[src/common/mcu_intv_defs.vh]
`ifndef MCU_INTV_DEFS_VH
`define MCU_INTV_DEFS_VH

`define ADDR_W 13
`define DATA_W 8

`define OFF_SYNC_CTRL 13'h000A
`define OFF_SYNC_FLAGS 13'h000B
`define OFF_ASYNC_CTRL2 13'h000F
`define OFF_ASYNC_FLAGS 13'h0010
`define OFF_TIMER_CTRL 13'h0012
`define OFF_TIMER_FLAGS 13'h0013
`define OFF_PIN_OPTION 13'h1FDF
`define OFF_INT_STATUS 13'h1FE0
`define OFF_INT_ENABLE 13'h1FE1
`define OFF_INT_CLEAR 13'h1FE2

`define VEC_RESET 13'h1FFE
`define VEC_TRAP 13'h1FFC
`define VEC_EXT 13'h1FFA
`define VEC_TIMER 13'h1FF8
`define VEC_ASYNC 13'h1FF6
`define VEC_SYNC 13'h1FF4

`define REG_RESET 8'h00
`define OPT_RESET 8'h00
`define OPT_EDGE_ONLY_BIT 1
`define CC_MASK_BIT 3

`define TMR_EN_HI 7
`define TMR_EN_LO 5
`define ASY_TIE_BIT 7
`define ASY_TCIE_BIT 6
`define ASY_RIE_BIT 5
`define ASY_ILIE_BIT 4
`define SYN_EN_BIT 7
`define SYN_DONE_BIT 7
`define SYN_FAULT_BIT 4

`define SRC_TRAP 0
`define SRC_EXT 1
`define SRC_TIMER 2
`define SRC_ASYNC 3
`define SRC_SYNC 4
`define SRC_W 5

`define STK_PCL 3'h0
`define STK_PCH 3'h1
`define STK_X 3'h2
`define STK_A 3'h3
`define STK_CC 3'h4

`endif

[src/hw/mcu_interrupt_vectoring.v]
// Operation
// - Five sources: external pin, timer, sync serial, async serial, unmaskable software trap.
// - A cleared enable blocks the request but its flag still sets.
// - Reset clears all peripheral interrupt enables.
// - Flag clears after status access with flag set, then associated register access.
// - Pending enabled request is taken only at an instruction boundary.
// - Entry pushes pc low, pc high, index, accumulator, condition codes; sets mask.
// - Return pulls the five bytes in reverse order then resumes.
// - Return leaves mask cleared exactly when the restored mask bit is zero.
// - Reset sets mask and loads the program counter from the reset vector.
// - Software trap enters regardless of mask, using the vector below reset.
// - External interrupt taken when mask clear and pin low; own vector.
// - Option bit selects edge-only or edge-and-level pin sensitivity.
// - Three timer flags in top status bits, own enables, one shared vector.
// - Peripheral request reaches the CPU only with flag, enable and mask clear.
// - Async serial merges five flags onto one vector; software reads status for cause.
// - Sync serial requests on transfer-done or mode-fault through one vector.
// - Flags live in read-only status registers, enables in separate control registers.
`include "mcu_intv_defs.vh"
`timescale 1ns/1ps
`default_nettype none

module mcu_interrupt_vectoring #(
	parameter ADDR_W = `ADDR_W,
	parameter DATA_W = `DATA_W
) (
	input wire core_clk,
	input wire rst_n,
	input wire clk_en,
	input wire [ADDR_W-1:0] reg_addr,
	input wire [DATA_W-1:0] reg_wdata,
	input wire reg_wr,
	input wire reg_rd,
	output reg [DATA_W-1:0] reg_rdata,
	input wire irq_pin_n,
	input wire capture_evt,
	input wire compare_evt,
	input wire overflow_evt,
	input wire tx_empty_evt,
	input wire tx_done_evt,
	input wire rx_full_evt,
	input wire idle_evt,
	input wire overrun_evt,
	input wire sync_done_evt,
	input wire sync_fault_evt,
	input wire instr_boundary,
	input wire trap_exec,
	input wire rti_exec,
	input wire mask_set,
	input wire mask_clr,
	input wire [ADDR_W-1:0] pc_in,
	input wire [DATA_W-1:0] x_in,
	input wire [DATA_W-1:0] a_in,
	input wire [DATA_W-1:0] cc_in,
	input wire [DATA_W-1:0] pull_data,
	output reg cpu_hold,
	output reg mask_bit,
	output reg stack_push,
	output reg [DATA_W-1:0] stack_data,
	output reg stack_pull,
	output reg [2:0] pull_sel,
	output reg restore_valid,
	output reg [2:0] restore_sel,
	output reg [DATA_W-1:0] restore_data,
	output reg vector_load,
	output reg [ADDR_W-1:0] vector_addr,
	output reg int_out
);

	localparam [4:0] ST_RESET = 5'h01;
	localparam [4:0] ST_IDLE = 5'h02;
	localparam [4:0] ST_PUSH = 5'h04;
	localparam [4:0] ST_VEC = 5'h08;
	localparam [4:0] ST_PULL = 5'h10;

	function hit;
		input [ADDR_W-1:0] a;
		input [ADDR_W-1:0] off;
		begin
			hit = (a == off);
		end
	endfunction

	function [7:0] flag_next;
		input [7:0] flags;
		input [7:0] arm;
		input clr_en;
		input [7:0] evt;
		begin
			flag_next = (flags & ~(clr_en ? arm : 8'h00)) | evt;
		end
	endfunction

	reg rst_s1_q;
	reg rst_s2_q;
	always @(posedge core_clk or negedge rst_n) begin
		if (!rst_n) begin
			rst_s1_q <= 1'b0;
			rst_s2_q <= 1'b0;
		end else begin
			rst_s1_q <= 1'b1;
			rst_s2_q <= rst_s1_q;
		end
	end
	wire srst_n = rst_s2_q;

	reg [DATA_W-1:0] tmr_ctrl_q;
	reg [DATA_W-1:0] asy_ctrl_q;
	reg [DATA_W-1:0] syn_ctrl_q;
	reg [DATA_W-1:0] opt_q;
	reg [2:0] tmr_flags_q;
	reg [4:0] asy_flags_q;
	reg [1:0] syn_flags_q;
	reg [2:0] tmr_arm_q;
	reg [4:0] asy_arm_q;
	reg [1:0] syn_arm_q;
	reg [`SRC_W-1:0] int_status_q;
	reg [`SRC_W-1:0] int_en_q;
	reg irq_prev_q;
	reg irq_latch_q;
	reg [4:0] state_q;
	reg [2:0] idx_q;
	reg [ADDR_W-1:0] vec_q;
	reg pull_pend_q;
	reg [2:0] pull_sel_q;

	wire acc_tmr_ctrl = (reg_rd | reg_wr) & hit(reg_addr, `OFF_TIMER_CTRL);
	wire acc_asy_ctrl = (reg_rd | reg_wr) & hit(reg_addr, `OFF_ASYNC_CTRL2);
	wire acc_syn_ctrl = (reg_rd | reg_wr) & hit(reg_addr, `OFF_SYNC_CTRL);
	wire rd_tmr_stat = reg_rd & hit(reg_addr, `OFF_TIMER_FLAGS);
	wire rd_asy_stat = reg_rd & hit(reg_addr, `OFF_ASYNC_FLAGS);
	wire rd_syn_stat = reg_rd & hit(reg_addr, `OFF_SYNC_FLAGS);

	wire [DATA_W-1:0] tmr_stat_v = {tmr_flags_q, 5'h00};
	wire [DATA_W-1:0] asy_stat_v = {asy_flags_q, 3'h0};
	wire [DATA_W-1:0] syn_stat_v = {syn_flags_q[1], 2'h0, syn_flags_q[0], 4'h0};
	wire [7:0] tmr_fn = flag_next({5'h00, tmr_flags_q}, {5'h00, tmr_arm_q}, acc_tmr_ctrl,
		{5'h00, capture_evt, compare_evt, overflow_evt});
	wire [7:0] asy_fn = flag_next({3'h0, asy_flags_q}, {3'h0, asy_arm_q}, acc_asy_ctrl,
		{3'h0, tx_empty_evt, tx_done_evt, rx_full_evt, idle_evt, overrun_evt});
	wire [7:0] syn_fn = flag_next({6'h00, syn_flags_q}, {6'h00, syn_arm_q}, acc_syn_ctrl,
		{6'h00, sync_done_evt, sync_fault_evt});

	wire [4:0] asy_en = {asy_ctrl_q[`ASY_TIE_BIT], asy_ctrl_q[`ASY_TCIE_BIT],
		asy_ctrl_q[`ASY_RIE_BIT], asy_ctrl_q[`ASY_ILIE_BIT], asy_ctrl_q[`ASY_RIE_BIT]};

	// Peripheral requests gated by flag and enable; mask applied at the boundary
	wire tmr_req = |(tmr_flags_q & tmr_ctrl_q[`TMR_EN_HI:`TMR_EN_LO]);
	wire asy_req = |(asy_flags_q & asy_en);
	wire syn_req = |syn_flags_q & syn_ctrl_q[`SYN_EN_BIT];
	wire ext_req = irq_latch_q | (~opt_q[`OPT_EDGE_ONLY_BIT] & ~irq_pin_n);
	wire any_req = ext_req | tmr_req | asy_req | syn_req;
	wire take_mask = instr_boundary & ~mask_bit & any_req;
	wire take_trap = trap_exec;
	wire take_rti = rti_exec & ~trap_exec;
	wire idle = state_q[1];
	wire start_entry = idle & (take_trap | (take_mask & ~take_rti));
	wire ext_taken = idle & ~take_trap & ~take_rti & take_mask & ext_req;

	reg [`SRC_W-1:0] entry_src;
	reg [ADDR_W-1:0] entry_vec;
	always @* begin
		entry_src = {`SRC_W{1'b0}};
		entry_vec = `VEC_SYNC;
		if (take_trap) begin
			entry_src[`SRC_TRAP] = 1'b1;
			entry_vec = `VEC_TRAP;
		end else if (ext_req) begin
			entry_src[`SRC_EXT] = 1'b1;
			entry_vec = `VEC_EXT;
		end else if (tmr_req) begin
			entry_src[`SRC_TIMER] = 1'b1;
			entry_vec = `VEC_TIMER;
		end else if (asy_req) begin
			entry_src[`SRC_ASYNC] = 1'b1;
			entry_vec = `VEC_ASYNC;
		end else begin
			entry_src[`SRC_SYNC] = 1'b1;
			entry_vec = `VEC_SYNC;
		end
	end

	reg [DATA_W-1:0] push_byte;
	always @* begin
		case (idx_q)
			`STK_PCL: push_byte = pc_in[7:0];
			`STK_PCH: push_byte = {{(16-ADDR_W){1'b0}}, pc_in[ADDR_W-1:8]};
			`STK_X: push_byte = x_in;
			`STK_A: push_byte = a_in;
			default: push_byte = {cc_in[7:4], mask_bit, cc_in[2:0]};
		endcase
	end

	// Peripheral enables, option and interrupt enable registers
	always @(posedge core_clk or negedge srst_n) begin
		if (!srst_n) begin
			tmr_ctrl_q <= `REG_RESET;
			asy_ctrl_q <= `REG_RESET;
			syn_ctrl_q <= `REG_RESET;
			opt_q <= `OPT_RESET;
			int_en_q <= {`SRC_W{1'b0}};
		end else if (clk_en && reg_wr) begin
			if (hit(reg_addr, `OFF_TIMER_CTRL)) begin
				tmr_ctrl_q <= reg_wdata;
			end else if (hit(reg_addr, `OFF_ASYNC_CTRL2)) begin
				asy_ctrl_q <= reg_wdata;
			end else if (hit(reg_addr, `OFF_SYNC_CTRL)) begin
				syn_ctrl_q <= reg_wdata;
			end else if (hit(reg_addr, `OFF_PIN_OPTION)) begin
				opt_q <= reg_wdata;
			end else if (hit(reg_addr, `OFF_INT_ENABLE)) begin
				int_en_q <= reg_wdata[`SRC_W-1:0];
			end
		end
	end

	// Sticky flags with the two-step clear; a new event wins over the clear
	always @(posedge core_clk or negedge srst_n) begin
		if (!srst_n) begin
			tmr_flags_q <= 3'h0;
			asy_flags_q <= 5'h00;
			syn_flags_q <= 2'h0;
			tmr_arm_q <= 3'h0;
			asy_arm_q <= 5'h00;
			syn_arm_q <= 2'h0;
		end else if (clk_en) begin
			tmr_flags_q <= tmr_fn[2:0];
			asy_flags_q <= asy_fn[4:0];
			syn_flags_q <= syn_fn[1:0];
			if (rd_tmr_stat) begin
				tmr_arm_q <= tmr_flags_q;
			end else if (acc_tmr_ctrl) begin
				tmr_arm_q <= 3'h0;
			end
			if (rd_asy_stat) begin
				asy_arm_q <= asy_flags_q;
			end else if (acc_asy_ctrl) begin
				asy_arm_q <= 5'h00;
			end
			if (rd_syn_stat) begin
				syn_arm_q <= syn_flags_q;
			end else if (acc_syn_ctrl) begin
				syn_arm_q <= 2'h0;
			end
		end
	end

	// External pin falling-edge latch, released when its entry is taken
	always @(posedge core_clk or negedge srst_n) begin
		if (!srst_n) begin
			irq_prev_q <= 1'b1;
			irq_latch_q <= 1'b0;
		end else if (clk_en) begin
			irq_prev_q <= irq_pin_n;
			if (irq_prev_q & ~irq_pin_n) begin
				irq_latch_q <= 1'b1;
			end else if (ext_taken) begin
				irq_latch_q <= 1'b0;
			end
		end
	end

	// Entry event status, enable gating and interrupt output
	always @(posedge core_clk or negedge srst_n) begin
		if (!srst_n) begin
			int_status_q <= {`SRC_W{1'b0}};
			int_out <= 1'b0;
		end else if (clk_en) begin
			int_status_q <= (int_status_q & ~((reg_wr && hit(reg_addr, `OFF_INT_CLEAR)) ?
				reg_wdata[`SRC_W-1:0] : {`SRC_W{1'b0}})) |
				(start_entry ? entry_src : {`SRC_W{1'b0}});
			int_out <= |(int_status_q & int_en_q);
		end
	end

	// Register read port, data valid the cycle after the strobe
	always @(posedge core_clk or negedge srst_n) begin
		if (!srst_n) begin
			reg_rdata <= `REG_RESET;
		end else if (clk_en) begin
			if (!reg_rd) begin
				reg_rdata <= `REG_RESET;
			end else if (hit(reg_addr, `OFF_TIMER_CTRL)) begin
				reg_rdata <= tmr_ctrl_q;
			end else if (hit(reg_addr, `OFF_TIMER_FLAGS)) begin
				reg_rdata <= tmr_stat_v;
			end else if (hit(reg_addr, `OFF_ASYNC_CTRL2)) begin
				reg_rdata <= asy_ctrl_q;
			end else if (hit(reg_addr, `OFF_ASYNC_FLAGS)) begin
				reg_rdata <= asy_stat_v;
			end else if (hit(reg_addr, `OFF_SYNC_CTRL)) begin
				reg_rdata <= syn_ctrl_q;
			end else if (hit(reg_addr, `OFF_SYNC_FLAGS)) begin
				reg_rdata <= syn_stat_v;
			end else if (hit(reg_addr, `OFF_PIN_OPTION)) begin
				reg_rdata <= opt_q;
			end else if (hit(reg_addr, `OFF_INT_STATUS)) begin
				reg_rdata <= {{(DATA_W-`SRC_W){1'b0}}, int_status_q};
			end else if (hit(reg_addr, `OFF_INT_ENABLE)) begin
				reg_rdata <= {{(DATA_W-`SRC_W){1'b0}}, int_en_q};
			end else begin
				reg_rdata <= `REG_RESET;
			end
		end
	end

	// Entry, return and reset sequencer
	always @(posedge core_clk or negedge srst_n) begin
		if (!srst_n) begin
			state_q <= ST_RESET;
			idx_q <= `STK_PCL;
			vec_q <= `VEC_RESET;
			cpu_hold <= 1'b1;
			mask_bit <= 1'b1;
			stack_push <= 1'b0;
			stack_data <= `REG_RESET;
			stack_pull <= 1'b0;
			pull_sel <= `STK_CC;
			pull_pend_q <= 1'b0;
			pull_sel_q <= `STK_CC;
			restore_valid <= 1'b0;
			restore_sel <= `STK_CC;
			restore_data <= `REG_RESET;
			vector_load <= 1'b0;
			vector_addr <= `VEC_RESET;
		end else if (clk_en) begin
			stack_push <= 1'b0;
			stack_pull <= 1'b0;
			vector_load <= 1'b0;
			restore_valid <= 1'b0;
			pull_pend_q <= stack_pull;
			pull_sel_q <= pull_sel;
			if (pull_pend_q) begin
				restore_valid <= 1'b1;
				restore_sel <= pull_sel_q;
				restore_data <= pull_data;
				if (pull_sel_q == `STK_CC) begin
					mask_bit <= pull_data[`CC_MASK_BIT];
				end
			end else if (mask_set) begin
				mask_bit <= 1'b1;
			end else if (mask_clr) begin
				mask_bit <= 1'b0;
			end
			case (state_q)
				ST_RESET: begin
					vector_load <= 1'b1;
					vector_addr <= `VEC_RESET;
					mask_bit <= 1'b1;
					cpu_hold <= 1'b0;
					state_q <= ST_IDLE;
				end
				ST_IDLE: begin
					if (start_entry) begin
						vec_q <= entry_vec;
						idx_q <= `STK_PCL;
						cpu_hold <= 1'b1;
						state_q <= ST_PUSH;
					end else if (take_rti) begin
						idx_q <= `STK_CC;
						cpu_hold <= 1'b1;
						state_q <= ST_PULL;
					end
				end
				ST_PUSH: begin
					stack_push <= 1'b1;
					stack_data <= push_byte;
					if (idx_q == `STK_CC) begin
						mask_bit <= 1'b1;
						state_q <= ST_VEC;
					end else begin
						idx_q <= idx_q + 3'h1;
					end
				end
				ST_VEC: begin
					vector_load <= 1'b1;
					vector_addr <= vec_q;
					cpu_hold <= 1'b0;
					state_q <= ST_IDLE;
				end
				ST_PULL: begin
					stack_pull <= 1'b1;
					pull_sel <= idx_q;
					if (idx_q == `STK_PCL) begin
						state_q <= ST_IDLE;
					end else begin
						idx_q <= idx_q - 3'h1;
					end
				end
				default: begin
					state_q <= ST_IDLE;
				end
			endcase
			if (state_q == ST_IDLE && pull_pend_q && pull_sel_q == `STK_PCL) begin
				cpu_hold <= 1'b0;
			end
		end
	end

endmodule

`default_nettype wire

[config.mk]
export PLATFORM = sky130hd
export DESIGN_NAME = mcu_interrupt_vectoring
export DESIGN_NICKNAME = d
export VERILOG_FILES = /design/src/hw/mcu_interrupt_vectoring.v
export VERILOG_INCLUDE_DIRS = /design/src /design/src/common
export SDC_FILE = /design/constraint.sdc
export NUM_CORES = 1
export LEC_CHECK = 0
export BUFFER_PORTS_ARGS = -buffer_cell sky130_fd_sc_hd__buf_4
export CAP_MARGIN = 20
export CELL_PAD_IN_SITES_DETAIL_PLACEMENT = 0
export CELL_PAD_IN_SITES_GLOBAL_PLACEMENT = 1
export CORE_MARGIN = 4
export CORE_UTILIZATION = 38
export CTS_BUF_LIST = sky130_fd_sc_hd__clkbuf_16
export CTS_CLUSTER_DIAMETER = 80
export DETAILED_ROUTE_END_ITERATION = 10
export GPL_ROUTABILITY_DRIVEN = 1
export GPL_TIMING_DRIVEN = 0
export PLACE_DENSITY = 0.82
export SETUP_SLACK_MARGIN = 0.3
export SLEW_MARGIN = 15
export SYNTH_ARGS = -nofsm -noshare
export SYNTH_HDL_FRONTEND = slang
export SYNTH_SLANG_ARGS = --single-unit
export TNS_END_PERCENT = 5
[constraint.sdc]
create_clock -name core_clk -period 3.3 [get_ports core_clk]
set_input_delay 0.33 -clock core_clk [delete_from_list [all_inputs] [get_ports core_clk]]
set_output_delay 0.33 -clock core_clk [all_outputs]
set_load 0.005 [all_outputs]
# Yosys cells after proc, flatten, opt, wreduce, memory -nomap -nowiden
# Index checks and enable logic that the tools add are counted.
# op_classes
addsub	2
n_eq_ne	26
n_mux	61
n_bitwise	48
reduce_logical	35
# op_table
op	count
8-bit two-way mux	8
5-bit two-way mux	11
13-bit equality test (second input constant)	4
13-bit by 4-bit equality test with 1-bit output (second input constant)	3
13-bit by 5-bit equality test with 1-bit output (second input constant)	3
8-bit case mux with 4 select lines	1
13-bit case mux with 2 select lines	1
3-bit two-way mux	8
5-bit AND	4
1-bit two-way mux	19
1-bit AND	18
2-bit AND reduction	9
4-bit two-way mux	4
5-bit case mux with 3 select lines	1
2-bit two-way mux	5
5-bit NOT	2
5-bit OR	2
5-bit AND reduction	2
2-bit nonzero test	5
5-bit OR reduction	2
1-bit NOT	9
3-bit case mux with 3 select lines	1
3-bit AND reduction	3
2-bit inequality test (second input constant)	4
27 further kinds	43
# totals
reg_bits	141
in_bits	87
out_inout_bits	50

# Longest topological paths before layout
# depth
word_depth	13
depth_mapped	9
ltp_nobuf	7

# Worst setup path after synthesis
# OpenSTA, ideal clock, no wires.
# synth_timing
path_type	input to register
from	input reg_addr[8]
to	register reg_rdata[7]
arrival_ns	2.313
required_time_ns	3.175
setup_slack_ns	0.862
path_stages	8
path_buffers	2
path_cell_list	or4_1 > or4_1 > buf_4 > or2_1 > buf_6 > o22a_1 > a211oi_2 > o2bb2ai_1
# synth_between
elab_chain_len	9
word_cells_on_any_way	15
cone_classes	7 x eq/ne; 8 x mux
# synth_lines
element	line	source
from (decl)	mcu_interrupt_vectoring.v:30	input wire [ADDR_W-1:0] reg_addr,
13-bit equality test	mcu_interrupt_vectoring.v:80	hit = (a == off);
8-bit two-way mux	mcu_interrupt_vectoring.v:295	end else if (hit(reg_addr, `OFF_PIN_OPTION)) begin
8-bit two-way mux	mcu_interrupt_vectoring.v:293	end else if (hit(reg_addr, `OFF_SYNC_FLAGS)) begin
8-bit two-way mux	mcu_interrupt_vectoring.v:291	end else if (hit(reg_addr, `OFF_SYNC_CTRL)) begin
8-bit two-way mux	mcu_interrupt_vectoring.v:289	end else if (hit(reg_addr, `OFF_ASYNC_FLAGS)) begin
8-bit two-way mux	mcu_interrupt_vectoring.v:287	end else if (hit(reg_addr, `OFF_ASYNC_CTRL2)) begin
8-bit two-way mux	mcu_interrupt_vectoring.v:285	end else if (hit(reg_addr, `OFF_TIMER_FLAGS)) begin
8-bit two-way mux *	mcu_interrupt_vectoring.v:283	end else if (hit(reg_addr, `OFF_TIMER_CTRL)) begin
8-bit two-way mux *	mcu_interrupt_vectoring.v:281	if (!reg_rd) begin
to (signal assigned)	mcu_interrupt_vectoring.v:282	reg_rdata <= `REG_RESET;
to (signal assigned)	mcu_interrupt_vectoring.v:284	reg_rdata <= tmr_ctrl_q;
to (signal assigned)	mcu_interrupt_vectoring.v:286	reg_rdata <= tmr_stat_v;
to (decl)	mcu_interrupt_vectoring.v:34	output reg [DATA_W-1:0] reg_rdata,
# Every way passes the cells marked *; elsewhere a longest branch is shown, timed or not.
# A chain may end at the register's enable or synchronous reset.

# Worst setup path in the final report
# layout_timing
from	register tmr_ctrl_q[5]
to	register idx_q[2]
# layout_between
elab_chain_len	11
word_cells_on_any_way	13
cone_classes	1 x eq/ne; 2 x mux; 8 x bitwise; 2 x reduce/logical
# layout_lines
element	line	source
from (decl)	mcu_interrupt_vectoring.v:107	reg [DATA_W-1:0] tmr_ctrl_q;
from (signal assigned)	mcu_interrupt_vectoring.v:197	tmr_ctrl_q <= `REG_RESET;
from (signal assigned)	mcu_interrupt_vectoring.v:204	tmr_ctrl_q <= reg_wdata;
3-bit AND *	mcu_interrupt_vectoring.v:148	wire tmr_req = |(tmr_flags_q & tmr_ctrl_q[`TMR_EN_HI:`TMR_EN_LO]);
3-bit OR reduction *	mcu_interrupt_vectoring.v:148	
1-bit OR * (3 in series)	mcu_interrupt_vectoring.v:152	wire any_req = ext_req | tmr_req | asy_req | syn_req;
1-bit AND *	mcu_interrupt_vectoring.v:153	wire take_mask = instr_boundary & ~mask_bit & any_req;
1-bit AND *	mcu_interrupt_vectoring.v:157	wire start_entry = idle & (take_trap | (take_mask & ~take_rti));
1-bit OR *	mcu_interrupt_vectoring.v:157	
1-bit AND *	mcu_interrupt_vectoring.v:157	
3-bit inequality test (no line) or 3-bit two-way mux (tied branches)	--	
5-bit AND reduction (no line) or 3-bit case mux with 3 select lines (tied branches)	--	
to (signal assigned)	mcu_interrupt_vectoring.v:311	idx_q <= `STK_PCL;
to (signal assigned)	mcu_interrupt_vectoring.v:356	idx_q <= `STK_PCL;
to (signal assigned)	mcu_interrupt_vectoring.v:360	idx_q <= `STK_CC;
to (decl)	mcu_interrupt_vectoring.v:122	reg [2:0] idx_q;
# Marked as above.

==> key figures <==
Routing
  • Drt first pass iters: 5
  • Per-cell routed wire length: 19.0 um
  • # DRC: 0
  • Vias per cell: 5.56
  • Antenna-violating nets left: 0
  • Vias: 5,179
  • DR iter-0 viols: 374
  • Drt total wl: 17,700 um

Floorplanning
  • I/O pin count: 137
  • Die Span X: 133 um
  • Full die area: 0.0178 mm2
  • Row Count: 45
  • Std-Cell Core Area: 0.0153 mm2
  • Starting Density: 39.0%
  • Die outline height: 133 um

Timing
  • Final worst setup slack: 687 ps
  • Final setup viols: 0
  • Tcrit/Tclk final: 79.2%
  • Max-slew violations: 0
  • Slew HR: 34.6%
  • Fin Setup TNS: 0 ps
  • Clock Skews: 7.77 ps
  • Fin crit period: 2610 ps
  • Max Freq: 383 MHz
  • Hold Vio Cnt, Final: 0
  • RSZ-0062 raised after global routing: no
  • Worst-Margin Slew: 972 ps
  • Fin Hold WS: 136 ps

Global route
  • Initial antenna violation count: 0
  • Grt ovf: 0
  • Largest net degree at the start of global routing: 65
  • First-pass GRT wire length: 28,800 um
  • Tot GR Track Use: 20.5%
  • Number of global-route vias before repair: 5,283

Placement
  • I/O Buffers: 122
  • Pre-CTS worst setup slack: 429 ps
  • Post-Place Cells: 896
  • Final GP Congestion: 0.893
  • Dpl hpwl: 13,400 um

Power and ir drop
  • Cell Pwr Density: 610 mW/mm2
  • Final Total Pwr: 4.78 mW
  • Leakage power: 3.65 nW
  • VDD IR max: 0.388 mV

Logic synthesis
  • Main synth FF type: dfrtp_1
  • Sequential cell area fraction in the yosys report: 50.9%
  • Synth warn: 0
  • Synthesized area: 0.00598 mm2
  • Yosys cell types: 64
  • Syn Area/Cell: 10.8 um2
  • Number of synthesized flops with an enable pin: 0
  • Cells after Synth: 553
  • Asr flop ratio synth: 100%
  • Yosys reg bits: 121

Layout
  • Commonest non-fill, non-tap cells in the layout: buf_4 (136), dfrtp_1 (107), nand2_1 (61)
  • Fill cell total of the finished layout: 1,381
  • Layout Nets: 800
  • Non-Filler Instances: 931
  • Commonest non-fill, non-tap cell in the layout: buf_4
  • Multi-input gate area: 0.00275 mm2
  • Antenna cells: 0
  • Area grow syn2layout: 31.2%
  • Layout cells sized above 1: 35.1%
  • Sequential Area: 0.00305 mm2

Setup path
  • Critical Path RT: 3600 ps
  • Worst setup SP type: flop
  • Crit path buffers/inverters: 1
  • CP max stage delay: 450 ps
  • Critical path's top delay family: compound AO/OA/AOI/OAI gates
  • CP arrival: 2910 ps
  • Worst path slowest cell: dfrtp_1
  • Cells along the critical path: a222oi_1, buf_4, nand4b_1, o221a_2, nand2b_1, o2111ai_1, mux2_2
  • Critical path class: reg -> reg
  • Worst R2R Start: tmr_ctrl_q[5]
  • Worst R2R Path Depth: 7
  • CP endpoint kind: flop
  • FF-to-FF End: idx_q[2]
  • R2r setup slk: 690 ps
  • CP Max Fanout: 4

Clock tree
  • Total CTS buffers: 17
  • Longest Clk Path Bufs: 2
  • CTS Sinks: 121
  • Clock root buffer master: clkbuf_16
  • Worst skew pair latency: 420 ps
  • H-Tree Depth: 4
  • CTS clk-pin slew, worst paths: 50 ps
  • CTS tree: done

Min path
  • Hold path depth: 2
  • Hold Startpoint: overflow_evt
  • Hold endpoint: tmr_flags_q[0]
  • HP Class: in -> reg

Job
  • Max_cap viols: 0

Status
  • Status: complete, no violations
power breakdown:
group	switching (mW)	internal, mW	leakage, nW
Sequential	0.165	1.72	1.54
Combinational	0.537	0.536	1.82
Clock	0.652	1.17	0.288
kinds of logic after synthesis:
family | synth area share, %
muxes | 11.5
other | 0.126
xor gates and xnor gates | 0.293
and+or+nand+nor | 13.9
DFF | 50.9
adders and majority gates | 1.26
buffers and inverters | 3.75
AOI/OAI and AO/OA | 18.3
worst register-to-register path, cell delays in order, from the launching register on:
cell and delay (ps):
dfrtp_1 450, a222oi_1 390, buf_4 210, nand4b_1 100, o221a_2 290, nand2b_1 210
o2111ai_1 440, mux2_2 400
metal layers:
layer  wire, um  global-route usage (%)  up-vias
met5          0                       0        -
met4        508                    8.51        0
met3       1370                    6.16       29
met2       7990                    32.3      249
met1       7800                    26.5     2537
li1           -                       -     2364
cells in the mapped netlist (3+ instances only):
library cell / number / area (um2)
and3_1: 3 / 18.8
or4_1: 5 / 37.5
nand2_1: 61 / 229
mux2_2: 59 / 664
dfrtp_1: 108 / 2700
o21ai_0: 28 / 140
nand2b_1: 5 / 31.3
a31oi_1: 8 / 50.1
o221ai_1: 4 / 35.0
and2_1: 6 / 37.5
a21oi_1: 29 / 145
ha_1: 6 / 75.1
a221oi_1: 4 / 35.0
nand4_1: 3 / 18.8
a22o_1: 26 / 228
clkbuf_1: 13 / 48.8
o31ai_1: 3 / 22.5
dfstp_2: 13 / 342
nor2_1: 30 / 113
o22a_1: 4 / 35.0
buf_4: 12 / 90.1
nor4b_1: 3 / 26.3
a21o_1: 4 / 30.0
nor2b_1: 5 / 31.3
nor4_1: 14 / 87.6
inv_1: 13 / 48.8
a22oi_1: 18 / 135
nor3_1: 3 / 15.0
a222oi_1: 6 / 60.1
nand3_1: 7 / 35.0
a32o_1: 4 / 40.0
buf_1: 4 / 15.0
flip-flops by register name, indices dropped and copies added (netlist names), 8 cells and up:
register and cells:
syn_ctrl_q 8, stack_data 8, restore_data 8, reg_rdata 8, asy_ctrl_q 8, tmr_ctrl_q 8
opt_q 8
what timing repair did:
item,in CTS,in global routing
buffers inserted,0,2
setup endpoints to repair,0,2
hold buffers,1,0
gates resized for setup,0,0
endpoints found under the hold margin,2,0
area by class of cell:
| cell class | instances | area share [%] |
|---|---|---|
| clock buffers | 17 | 5.43 |
| repair buffers | 126 | 12.4 |
| multi-input cells | 396 | 35.1 |
| clock inverters | 15 | 2.06 |
| well taps | 211 | 3.37 |
| plain buffers | 32 | 2.23 |
| flip-flops and latches | 121 | 38.9 |
| inverters | 13 | 0.623 |
how the worst max path moves through the flow:
stage / from / slack [ps] / to / cells after the start
2_1_floorplan: reg_addr[8] / 860 / reg_rdata[7] / 8
4_1_cts: tmr_ctrl_q[5] / 390 / idx_q[2] / 6
5_1_grt: state_q[1] / 650 / stack_data[3] / 6
3_5_place_dp: tmr_ctrl_q[5] / 430 / idx_q[2] / 6
6_report: tmr_ctrl_q[5] / 690 / idx_q[2] / 7
3_3_place_gp: reg_addr[0] / 250 / opt_q[1] / 6
through the flow:
stage / instance area [um2] / util, %
CTS: 7820 / 51.1
floorplan: 6010 / -
global placement: 7190 / 47.0
detailed placement: 7230 / 47.2
finish: 7840 / 51.2
global route: 7840 / 51.2
Power figures use the tool's default switching activity.
